==> config.mk <==
export PLATFORM = sky130hd
export DESIGN_NAME = acir_conv_flat
export DESIGN_NICKNAME = d
export VERILOG_FILES = /design/src/hdl/acir_pkg.sv /design/src/hdl/acir_if.sv /design/src/hdl/acir_fifo.sv /design/src/hdl/acir_conv.sv /design/src/flat_wrapper.sv
export VERILOG_INCLUDE_DIRS = /design/src /design/src/hdl
export SDC_FILE = /design/constraint.sdc
export NUM_CORES = 1
export LEC_CHECK = 0
export ABC_AREA = 1
export ABC_CLOCK_PERIOD_IN_PS = 7300
export BUFFER_PORTS_ARGS = -buffer_cell sky130_fd_sc_hd__clkbuf_2
export CORE_ASPECT_RATIO = 0.8
export CORE_MARGIN = 2
export CORE_UTILIZATION = 50
export DETAILED_ROUTE_END_ITERATION = 10
export PLACE_DENSITY = 0.78
export SLEW_MARGIN = 25
export SYNTH_ARGS = -nofsm -noshare
export SYNTH_HDL_FRONTEND = slang
export SYNTH_SLANG_ARGS = --single-unit
==> constraint.sdc <==
create_clock -name i_sys_clk -period 7.3 [get_ports i_sys_clk]
set_input_delay 2.19 -clock i_sys_clk [delete_from_list [all_inputs] [get_ports i_sys_clk]]
set_output_delay 2.19 -clock i_sys_clk [all_outputs]
set_load 0.01 [all_outputs]
==> src/hdl/acir_map.svh <==
// Constants of the converter injection result block.
`ifndef ACIR_MAP_SVH
`define ACIR_MAP_SVH
`define ACIR_DATA_W 10
`define ACIR_CHAN_W 5
`define ACIR_FIFO_DEPTH 4
`define ACIR_CONV_TIME_NS 3000
`define ACIR_CLK_NS 40
`define ACIR_CONV_CYCLES ((`ACIR_CONV_TIME_NS + `ACIR_CLK_NS - 1) / `ACIR_CLK_NS)
`define ACIR_CNT_W 7
`define ACIR_RESULT_RST 10'h000
`endif

==> src/hdl/acir_pkg.sv <==
// Types of the converter injection result block.
`include "acir_map.svh"
package acir_pkg;
   typedef logic [`ACIR_DATA_W-1:0] acir_data_t;
   typedef logic [`ACIR_CHAN_W-1:0] acir_chan_t;
   typedef enum logic [1:0] {
      ACIR_IDLE = 2'b00,
      ACIR_CONV = 2'b01,
      ACIR_STALL = 2'b10
   } acir_state_t;
endpackage

==> src/hdl/acir_if.sv <==
// Interface joining the converter end and the result reader end.
`timescale 1ns/100ps
`default_nettype none
interface acir_if;
   import acir_pkg::*;
   logic inj_req;
   acir_chan_t inj_chan;
   logic inj_busy;
   logic wait_read_en;
   acir_data_t alt_result_reg;
   logic inj_done_irq;
   logic alt_rd;
   acir_data_t std_result_reg;
   logic std_valid;
   logic std_ready;
   modport dev (input inj_req, input inj_chan, output inj_busy, input wait_read_en,
      output alt_result_reg, output inj_done_irq, input alt_rd, output std_result_reg,
      output std_valid, input std_ready);
   modport rdr (output inj_req, output inj_chan, input inj_busy, output wait_read_en,
      input alt_result_reg, input inj_done_irq, output alt_rd, input std_result_reg,
      input std_valid, output std_ready);
endinterface
`default_nettype wire

==> src/hdl/acir_fifo.sv <==
// Small valid/ready FIFO for standard conversion results.
`timescale 1ns/100ps
`default_nettype none
module acir_fifo #(
   parameter int WIDTH = 10,
   parameter int DEPTH = 4
) (
   input wire logic i_sys_clk,
   input wire logic i_reset,
   input wire logic i_in_valid,
   output logic o_in_ready,
   input wire logic [WIDTH-1:0] i_in_data,
   output logic o_out_valid,
   input wire logic i_out_ready,
   output logic [WIDTH-1:0] o_out_data
);
   localparam int AW = $clog2(DEPTH);
   logic [WIDTH-1:0] mem_r [DEPTH];
   logic [AW-1:0] wp_r, wp_nxt, rp_r, rp_nxt;
   logic [AW:0] cnt_r, cnt_nxt;
   logic wr, rd;
   always_comb begin
      o_in_ready = (cnt_r != (AW+1)'(DEPTH));
      o_out_valid = (cnt_r != '0);
      o_out_data = mem_r[rp_r];
      wr = i_in_valid && o_in_ready;
      rd = o_out_valid && i_out_ready;
      wp_nxt = wr ? AW'(wp_r + 1'b1) : wp_r;
      rp_nxt = rd ? AW'(rp_r + 1'b1) : rp_r;
      cnt_nxt = (AW+1)'(cnt_r + {{AW{1'b0}}, wr} - {{AW{1'b0}}, rd});
   end
   always_ff @(posedge i_sys_clk or posedge i_reset) begin
      if (i_reset) begin
         wp_r <= '0;
         rp_r <= '0;
         cnt_r <= '0;
      end else begin
         wp_r <= wp_nxt;
         rp_r <= rp_nxt;
         cnt_r <= cnt_nxt;
      end
   end
   always_ff @(posedge i_sys_clk) begin
      if (wr) begin
         mem_r[wp_r] <= i_in_data;
      end
   end
endmodule // acir_fifo
`default_nettype wire

==> src/hdl/acir_conv.sv <==
// Converter end: conversion sequencing, alternate result and holding register.
// Function
// - Injection converts one channel, mode unchanged.
// - Software keeps wait-for-read on during injection.
// - Injected result to alternate register, flag raised.
// - Occupied holding register suspends next conversion.
// - Injection while unread result waits in holding.
// - Alternate read moves injected holding value, raises flag.
// - Second early injection never stalls permanently.
// - A single alternate read releases a stall on a held injected result.
// - Toggling wait-for-read mode releases a stall.
// - Compare channel triggers, event transfer reads results.
// - Reader services injected results only with i_xfer_en set; the bench fires three injections with it clear.
`timescale 1ns/100ps
`default_nettype none
`include "acir_map.svh"
module acir_conv
   import acir_pkg::*;
(
   input wire logic i_sys_clk,
   input wire logic i_reset,
   acir_if.dev bus,
   input wire logic i_scan_en,
   input wire logic [`ACIR_CHAN_W-1:0] i_scan_chan,
   input wire logic [`ACIR_DATA_W-1:0] i_adc_sample,
   output logic [`ACIR_CHAN_W-1:0] o_adc_chan,
   output logic o_stalled
);
   acir_state_t st_r, st_nxt;
   logic [`ACIR_CNT_W-1:0] cnt_r, cnt_nxt;
   logic inj_pend_r, inj_pend_nxt;
   logic cur_inj_r, cur_inj_nxt;
   acir_chan_t inj_chan_r, inj_chan_nxt;
   acir_chan_t chan_r, chan_nxt;
   acir_data_t alt_r, alt_nxt;
   logic alt_full_r, alt_full_nxt;
   acir_data_t hold_r, hold_nxt;
   logic hold_full_r, hold_full_nxt;
   logic hold_inj_r, hold_inj_nxt;
   logic irq_r, irq_nxt;
   logic stalled_r, stalled_nxt;
   logic wr_en_r, wr_en_nxt;
   acir_data_t std_data;
   logic std_push;
   // Input side of the local queue; the reader's own ready is a separate signal.
   logic std_ready;
   logic done;

   // A request counts only when no earlier one is still waiting to start.
   function automatic logic take_req(input logic req, input logic pend);
      take_req = req && !pend;
   endfunction

   // The queue lets the reader miss a few cycles without holding up scan results.
   acir_fifo #(.WIDTH(`ACIR_DATA_W), .DEPTH(`ACIR_FIFO_DEPTH)) u_std_fifo (
      .i_sys_clk(i_sys_clk),
      .i_reset(i_reset),
      .i_in_valid(std_push),
      .o_in_ready(std_ready),
      .i_in_data(std_data),
      .o_out_valid(bus.std_valid),
      .i_out_ready(bus.std_ready),
      .o_out_data(bus.std_result_reg)
   );
   assign bus.alt_result_reg = alt_r;
   assign bus.inj_done_irq = irq_r;
   assign bus.inj_busy = inj_pend_r;
   assign o_adc_chan = chan_r;
   assign o_stalled = stalled_r;
   // The count runs from zero, so the last cycle of a conversion is one below its length.
   assign done = (st_r == ACIR_CONV) && (cnt_r == `ACIR_CNT_W'(`ACIR_CONV_CYCLES - 1));

   // Every register holds unless a branch below changes it; the flag defaults low and wr_en_nxt follows the mode.
   always_comb begin
      st_nxt = st_r;
      cnt_nxt = cnt_r;
      inj_pend_nxt = inj_pend_r;
      inj_chan_nxt = inj_chan_r;
      cur_inj_nxt = cur_inj_r;
      chan_nxt = chan_r;
      alt_nxt = alt_r;
      alt_full_nxt = alt_full_r;
      hold_nxt = hold_r;
      hold_full_nxt = hold_full_r;
      hold_inj_nxt = hold_inj_r;
      irq_nxt = 1'b0;
      std_push = 1'b0;
      std_data = i_adc_sample;
      wr_en_nxt = bus.wait_read_en;
      // Requests are latched so a trigger during a busy conversion is not lost.
      if (take_req(bus.inj_req, inj_pend_r)) begin
         inj_pend_nxt = 1'b1;
         inj_chan_nxt = bus.inj_chan;
      end
      // A read of the alternate result frees it; an injected holding value moves in. Disabling
      // wait-for-read also releases the alternate register and drains an injected holding value.
      // Only the falling edge counts; holding the mode off does not release twice.
      if (bus.alt_rd || (wr_en_r && !bus.wait_read_en)) begin
         alt_full_nxt = 1'b0;
         if (hold_full_r && hold_inj_r) begin
            alt_nxt = hold_r;
            alt_full_nxt = bus.wait_read_en;
            hold_full_nxt = 1'b0;
            // Raising the flag on the move is what keeps a second early injection from
            // locking the converter: the reader learns of the value and reads it again.
            irq_nxt = 1'b1;
         end
      end
      // A held standard result drains into the queue as soon as it has room.
      if (hold_full_r && !hold_inj_r && std_ready) begin
         std_push = 1'b1;
         std_data = hold_r;
         hold_full_nxt = 1'b0;
      end
      unique case (st_r)
         ACIR_IDLE: begin
            if (hold_full_r) begin
               st_nxt = ACIR_STALL;
            end else if (inj_pend_r || take_req(bus.inj_req, inj_pend_r)) begin
               // Injection goes before scan, so outside a stall a trigger waits at most one conversion.
               st_nxt = ACIR_CONV;
               cur_inj_nxt = 1'b1;
               chan_nxt = inj_pend_r ? inj_chan_r : bus.inj_chan;
               inj_pend_nxt = 1'b0;
               cnt_nxt = '0;
            end else if (i_scan_en) begin
               st_nxt = ACIR_CONV;
               cur_inj_nxt = 1'b0;
               chan_nxt = i_scan_chan;
               cnt_nxt = '0;
            end
         end
         ACIR_CONV: begin
            cnt_nxt = `ACIR_CNT_W'(cnt_r + 1'b1);
            if (done) begin
               st_nxt = ACIR_IDLE;
               cnt_nxt = '0;
               if (cur_inj_r) begin
                  // A read in this same cycle has already cleared the full flag, so the
                  // new result then lands in the alternate register at once.
                  if (alt_full_nxt) begin
                     hold_nxt = i_adc_sample;
                     hold_full_nxt = 1'b1;
                     hold_inj_nxt = 1'b1;
                  end else begin
                     alt_nxt = i_adc_sample;
                     alt_full_nxt = bus.wait_read_en;
                     irq_nxt = 1'b1;
                  end
               end else if (std_ready && !hold_full_nxt) begin
                  std_push = 1'b1;
                  std_data = i_adc_sample;
               end else begin
                  hold_nxt = i_adc_sample;
                  hold_full_nxt = 1'b1;
                  hold_inj_nxt = 1'b0;
               end
            end
         end
         ACIR_STALL: begin
            // Once the holding register drains, a waiting injection starts from idle.
            if (!hold_full_r) begin
               st_nxt = ACIR_IDLE;
            end
         end
         default: begin
            st_nxt = ACIR_IDLE;
         end
      endcase
      // Taken from the next state so the pin is a flop output without a cycle of lag.
      stalled_nxt = (st_nxt == ACIR_STALL);
   end

   // Registers only; all decisions are made above.
   always_ff @(posedge i_sys_clk or posedge i_reset) begin
      if (i_reset) begin
         st_r <= ACIR_IDLE;
         cnt_r <= '0;
         inj_pend_r <= 1'b0;
         inj_chan_r <= '0;
         cur_inj_r <= 1'b0;
         chan_r <= '0;
         alt_r <= `ACIR_RESULT_RST;
         alt_full_r <= 1'b0;
         hold_r <= `ACIR_RESULT_RST;
         hold_full_r <= 1'b0;
         hold_inj_r <= 1'b0;
         irq_r <= 1'b0;
         stalled_r <= 1'b0;
         wr_en_r <= 1'b0;
      end else begin
         st_r <= st_nxt;
         cnt_r <= cnt_nxt;
         inj_pend_r <= inj_pend_nxt;
         inj_chan_r <= inj_chan_nxt;
         cur_inj_r <= cur_inj_nxt;
         chan_r <= chan_nxt;
         alt_r <= alt_nxt;
         alt_full_r <= alt_full_nxt;
         hold_r <= hold_nxt;
         hold_full_r <= hold_full_nxt;
         hold_inj_r <= hold_inj_nxt;
         irq_r <= irq_nxt;
         stalled_r <= stalled_nxt;
         wr_en_r <= wr_en_nxt;
      end
   end
endmodule // acir_conv
`default_nettype wire

==> src/flat_wrapper.sv <==
// flat-port wrapper written by rule: the top's interface ports become plain ports
module acir_conv_flat import acir_pkg::*;
  (i_sys_clk, i_reset, i_scan_en, i_scan_chan, i_adc_sample, o_adc_chan, o_stalled, bus_inj_req, bus_inj_chan, bus_inj_busy, bus_wait_read_en, bus_alt_result_reg, bus_inj_done_irq, bus_alt_rd, bus_std_result_reg, bus_std_valid, bus_std_ready);
  acir_if bus_i ();
  input wire logic i_sys_clk;
  input wire logic i_reset;
  input wire logic i_scan_en;
  input wire logic [`ACIR_CHAN_W-1:0] i_scan_chan;
  input wire logic [`ACIR_DATA_W-1:0] i_adc_sample;
  output logic [`ACIR_CHAN_W-1:0] o_adc_chan;
  output logic o_stalled;
  input wire logic [$bits(bus_i.inj_req)-1:0] bus_inj_req;
  input wire logic [$bits(bus_i.inj_chan)-1:0] bus_inj_chan;
  output wire logic [$bits(bus_i.inj_busy)-1:0] bus_inj_busy;
  input wire logic [$bits(bus_i.wait_read_en)-1:0] bus_wait_read_en;
  output wire logic [$bits(bus_i.alt_result_reg)-1:0] bus_alt_result_reg;
  output wire logic [$bits(bus_i.inj_done_irq)-1:0] bus_inj_done_irq;
  input wire logic [$bits(bus_i.alt_rd)-1:0] bus_alt_rd;
  output wire logic [$bits(bus_i.std_result_reg)-1:0] bus_std_result_reg;
  output wire logic [$bits(bus_i.std_valid)-1:0] bus_std_valid;
  input wire logic [$bits(bus_i.std_ready)-1:0] bus_std_ready;
  assign bus_i.inj_req = bus_inj_req;
  assign bus_i.inj_chan = bus_inj_chan;
  assign bus_inj_busy = bus_i.inj_busy;
  assign bus_i.wait_read_en = bus_wait_read_en;
  assign bus_alt_result_reg = bus_i.alt_result_reg;
  assign bus_inj_done_irq = bus_i.inj_done_irq;
  assign bus_i.alt_rd = bus_alt_rd;
  assign bus_std_result_reg = bus_i.std_result_reg;
  assign bus_std_valid = bus_i.std_valid;
  assign bus_i.std_ready = bus_std_ready;
  acir_conv u_core (.i_sys_clk(i_sys_clk), .i_reset(i_reset), .bus(bus_i), .i_scan_en(i_scan_en), .i_scan_chan(i_scan_chan), .i_adc_sample(i_adc_sample), .o_adc_chan(o_adc_chan), .o_stalled(o_stalled));
endmodule
Word level (Yosys, flattened, before mapping)
Memories as Yosys holds them, arrays and structs flattened.
Index checks and enable logic that the tools add are counted.
{"block": "word_totals", "input_bits": 27, "ff_bits": 54, "output_inout_bits": 29, "wordCells": 119, "n_memories": 1, "ramBits": 40}
{"memory": "u_core.u_std_fifo.mem_r", "words": 4, "width": 10, "read_ports": 1, "rd_ports_with_merged_regs": 0, "write_ports": 1, "line": "acir_fifo.sv:18", "rtl": "logic [WIDTH-1:0] mem_r [DEPTH];"}
{"block": "op_classes", "add_sub_neg": 5, "mux": 64, "n_reduce_logical": 22, "bitwise": 1, "eq_ne": 9}
{"operator": "10-bit two-way mux", "n": 14}
{"operator": "1-bit two-way mux", "n": 36}
{"operator": "7-bit two-way mux", "n": 4}
{"operator": "5-bit two-way mux", "n": 3}
{"operator": "7-bit one-hot mux with 2 select lines", "n": 1}
{"operator": "2-bit two-way mux", "n": 5}
{"operator": "1-bit logical AND", "n": 9}
{"operator": "7-bit by 1-bit adder with 7-bit output (second input constant)", "n": 1}
{"operator": "7-bit equality test (second input constant)", "n": 1}
{"operator": "2-bit one-hot mux with 3 select lines", "n": 1}
{"operator": "3-bit AND reduction", "n": 2}
{"operator": "2-bit by 1-bit adder with 2-bit output (second input constant)", "n": 2}
{"operator": "2-bit equality test (second input constant)", "n": 2}
{"operator": "1-bit logical NOT", "n": 4}
{"operator": "2-bit inequality test (second input constant)", "n": 2}
{"operator": "4-bit AND reduction", "n": 1}
{"operator": "2-bit nonzero test", "n": 2}
{"operator": "3-bit by 1-bit adder with 3-bit output", "n": 1}
{"operator": "3-bit by 2-bit inequality test with 1-bit output (second input constant)", "n": 1}
{"operator": "3-bit inequality test (second input constant)", "n": 1}
{"operator": "3-bit nonzero test", "n": 1}
{"operator": "3-bit by 1-bit subtractor with 3-bit output", "n": 1}
{"operator": "2-bit by 1-bit equality test with 1-bit output (second input constant)", "n": 1}
{"operator": "2-bit logical NOT", "n": 1}
{"operator": "other kinds (3)", "n": 4}

Longest topological paths before layout
{"block": "depth", "ltp_word": 14, "ltp_mapped": 14, "ltp_nobuf": 14}

Modules after synthesis
A second synthesis with hierarchy kept.
{"block": "hier_totals", "hier_cells": 545, "hier_area_um2": 4657.0}
{"module": "acir_conv", "area_per_inst_um2": 2637.5, "cells_per_inst": 359, "seq_area_each_um2": 1176.1, "instances": 1}
{"module": "acir_fifo", "area_per_inst_um2": 2019.4, "cells_per_inst": 186, "seq_area_each_um2": 1376.3, "instances": 1}

Least setup slack after synthesis
No wires, ideal clock.
{"block": "synth_path", "path_type": "input port to flip-flop", "start": "input port bus_wait_read_en", "end": "register u_core.u_std_fifo.cnt_r[2]", "path_buffers": 0, "arrival_ns": 3.755, "t_required_ns": 7.171, "slack_ns": 3.416, "setup_ns": 0.129, "cell_stages": 13, "path_cell_list": "inv_2 nand2_1 nand2_1 nand2_1 nand3_2 nand3_2 nand2_1 inv_2 ha_1 inv_1 ha_1 fa_1 xor2_1"}
{"block": "synth_between", "elab_chain_len": 14}
{"item": "from (decl)", "line": "flat_wrapper.sv:15", "rtl": "input wire logic [$bits(bus_i.wait_read_en)-1:0] bus_wait_read_en;"}
{"item": "1-bit logical NOT", "line": "acir_conv.sv:98", "rtl": "if (bus.alt_rd || (wr_en_r && !bus.wait_read_en)) begin"}
{"item": "1-bit logical AND", "line": "acir_conv.sv:98"}
{"item": "1-bit logical OR", "line": "acir_conv.sv:98"}
{"item": "1-bit two-way mux", "line": "acir_conv.sv:98"}
{"item": "1-bit two-way mux", "line": "acir_conv.sv:110", "rtl": "if (hold_full_r && !hold_inj_r && std_ready) begin"}
{"item": "1-bit logical NOT", "line": "acir_conv.sv:150", "rtl": "end else if (std_ready && !hold_full_nxt) begin"}
{"item": "1-bit logical AND", "line": "acir_conv.sv:150"}
{"item": "1-bit two-way mux", "line": "acir_conv.sv:150"}
{"item": "1-bit two-way mux", "line": "acir_conv.sv:138", "rtl": "if (cur_inj_r) begin"}
{"item": "1-bit two-way mux", "line": "acir_conv.sv:135", "rtl": "if (done) begin"}
{"item": "1-bit two-way mux", "line": "acir_conv.sv:115", "rtl": "unique case (st_r)"}
{"item": "1-bit logical AND", "line": "acir_fifo.sv:26", "rtl": "wr = i_in_valid && o_in_ready;"}
{"item": "3-bit by 1-bit adder with 3-bit output", "line": "acir_fifo.sv:30", "rtl": "cnt_nxt = (AW+1)'(cnt_r + {{AW{1'b0}}, wr} - {{AW{1'b0}}, rd});"}
{"item": "3-bit by 1-bit subtractor with 3-bit output", "line": "acir_fifo.sv:30"}
{"item": "named net u_core.u_std_fifo.cnt_nxt[2]", "line": "acir_fifo.sv:20", "rtl": "logic [AW:0] cnt_r, cnt_nxt;"}
{"item": "to (signal assigned)", "line": "acir_fifo.sv:40", "rtl": "cnt_r <= cnt_nxt;"}
{"item": "to (decl)", "line": "acir_fifo.sv:20"}
The timed path passes the listed nets, and every way through them passes these cells.
A chain may end at the register's enable or synchronous reset.

Worst setup path in the final report
{"block": "layout_path", "start": "register u_core.u_std_fifo.rp_r[0]", "end": "output port bus_std_result_reg[4]"}
{"block": "layout_between", "elab_chain_len": 1}
{"item": "from (decl)", "line": "acir_fifo.sv:19", "rtl": "logic [AW-1:0] wp_r, wp_nxt, rp_r, rp_nxt;"}
{"item": "from (signal assigned)", "line": "acir_fifo.sv:39", "rtl": "rp_r <= rp_nxt;"}
{"item": "memory 4 x 10 bit"}
{"item": "to (decl)", "line": "flat_wrapper.sv:19", "rtl": "output wire logic [$bits(bus_i.std_result_reg)-1:0] bus_std_result_reg;"}
Every way passes these cells.

==> flow_summary.ini <==
[clocking]
clock_path_buffers = 2
ctsResizeCount = 0
htreeDepth = 3
cts.clk_slew.worst_paths_ns = 0.07
cts-hold-fix-buffers = 0
cts_tree = built
root_buffer = clkbuf_16
postCtsSetupRepairBufs = 0
numClockSinks = 94
numCtsBuffers = 9
clk_latency_ns = 0.34

[layout]
final_cell_mix = 159 x nand2_1, 55 x clkbuf_2, 54 x dfrtp_1, 44 x inv_1, 40 x edfxtp_1
drive_gt1_share_pct = 19.4
post-route-util_pct = 57.7
syn_to_final_growth_pct = 12.9
n_antenna_cell = 0
layout_commonest_cell = nand2_1
largest_register_ffs = 40
fin_nets = 583
fin_cells = 667

[placement]
finalWeightedCongestion = 0.838
dp_cells = 651
portBuffers = 55
post-place-ws_ns = 3.12
hpwl_um = 6420

[pwr]
p_leak_nw = 2.40
irDropWorstVdd_uv = 151
powerDensity_nw_per_um2 = 252
power_w = 0.00130

[route]
initialDrtViolationCount = 217
drcViolationCount = 0
routedWlPerCell_um = 13.6
via_per_inst = 5.16
routed_wl_um = 9100
ant_nets = 0
drtPass1Iterations = 5
vias = 3439

[die]
initial_core_util_pct = 51.1
dieArea_um2 = 9950
row_count = 31
dieHeight_um = 89.6
core_um2 = 8960
die_w_um = 111
io_pins = 56

[sta]
drv_slew = 0
setup_viol = 0
fmax_ghz = 0.233
fin_crit_sh_pct = 58.9
worstMarginPinSlew_ns = 0.978
slew_headroom_pct = 34.6
fin_skew_ns = 0.00681
setup_tns_ns = 0
min_period_ns = 4.30
hold_viol_final = 0
rsz0062_at_grt = false
fin_ws_ns = 3.00

[yosys]
ys_async_sr_fraction_pct = 57.4
synth_warnings = 0
synth_top_area_share_pct = 29.5
synth_seq_cells = 94
synth_cells = 505
synth_area_leaders = dfrtp_1 30%, edfxtp_1 26%, nand2_1 13%
synth-seq-area-share_pct = 55.7
synth_area_per_cell_um2 = 9.07
ys_types = 35
synth_area_um2 = 4580
syn-num-nets = 541
post-synth-top-area-cell = dfrtp_1
synth_flop_cell = dfrtp_1
synth_edf_count = 40

[grt]
antenna_found_initial = 0
overflow = 0
grt_pass1_vias = 3261
grt_pass1_wl_um = 15400
grt.total_usage_pct = 19.5
grt_max_degree = 55

[critical_path]
worstPathMaxFanout = 23
slowest_delay_ns = 0.76
crit_type = register to output pin
path_cells = inv_1 -> o21ai_0 -> o22ai_1 -> clkbuf_2
path_buf_inv = 2
critPathLaunchType = register
worst_ep_required_time_ns = 5.11
end_kind = output pin
crit_family = flip-flops
crit_slowest_cell = dfrtp_1
cp_data_arrival_time_ns = 2.11

[hold_path]
hold_path.class = register to register

[status]
status = complete, no violations

[run]
drv_cap = 0
worst min-delay path, delay by kind of cell (launching register included):
kind	cells	cell delay [ns]
DFF	1	0.34
AOI/OAI and AO/OA	1	0.08
and+or+nand+nor	1	0.05
synth_stat cells (5+ instances only):
| master | number |
|---|---|
| a31oi_1 | 5 |
| o21ai_0 | 39 |
| inv_2 | 5 |
| clkbuf_1 | 10 |
| o22ai_1 | 10 |
| dfrtp_1 | 54 |
| nand4_1 | 13 |
| ha_1 | 8 |
| nand3_1 | 21 |
| o21ai_2 | 11 |
| nand2_1 | 159 |
| inv_1 | 45 |
| buf_2 | 9 |
| a22oi_1 | 5 |
| edfxtp_1 | 40 |
| nor2_1 | 37 |
layer usage:
metal	GRT usage, %	wire, µm
met1	28.0	4550
met2	30.6	3940
met3	4.97	527
met4	4.09	79
met5	0	0
final timing paths:
kind | from | end | slack, ns | depth (start not counted)
max reg2reg | u_core.cnt_r[0] | u_core.u_std_fifo.cnt_r[2] | 4.42 | 14
min reg2reg | u_core.inj_chan_r[4] | u_core.inj_chan_r[4] | 0.50 | 2
max | u_core.u_std_fifo.rp_r[0] | bus_std_result_reg[4] | 3.00 | 4
min in group asynchronous | i_reset | u_core.inj_chan_r[2] | 1.94 | 2
max in group asynchronous | i_reset | u_core.u_std_fifo.wp_r[0] | 4.93 | 2
min | u_core.inj_chan_r[4] | u_core.inj_chan_r[4] | 0.50 | 2
through the flow:
step | area (µm²) | hold slack [ns]
after floorplan | 4580 | 0.463
after global placement | 4880 | 0.483
after detailed placement | 4880 | 0.488
after CTS | 5170 | 0.504
after global routing | 5170 | 0.529
final | 5170 | 0.502
power by group:
group | total (W) | switching, W | internal, W
clock network | 0.000452 | 0.000213 | 0.000239
registers | 0.000609 | 0.0000385 | 0.000570
logic | 0.000242 | 0.000150 | 0.0000918
total | 0.00130 | 0.000402 | 0.000901
cells by family (layout without fill, tap and decap cells):
kind of cell | count (synthesis) | count (layout) | share of synthesized area [%]
AOI/OAI and AO/OA | 74 | 74 | 9.81
xor gates and xnor gates | 5 | 5 | 0.956
adders and majority gates | 9 | 9 | 2.62
buffers and inverters | 74 | 121 | 6.72
DFF | 94 | 94 | 55.7
muxes | 4 | 4 | 0.984
and+or+nand+nor | 245 | 245 | 23.2
area by class of cell:
cell class / count / area, µm²
tap: 115 / 144
multi-input combinational: 337 / 1720
inverter: 50 / 190
clock inverter: 7 / 65.1
timing repair buffer: 55 / 275
sequential: 94 / 2550
clock buffer: 9 / 225
fill: 758 / 3790
No activity file was read; power rests on OpenSTA's default activity.
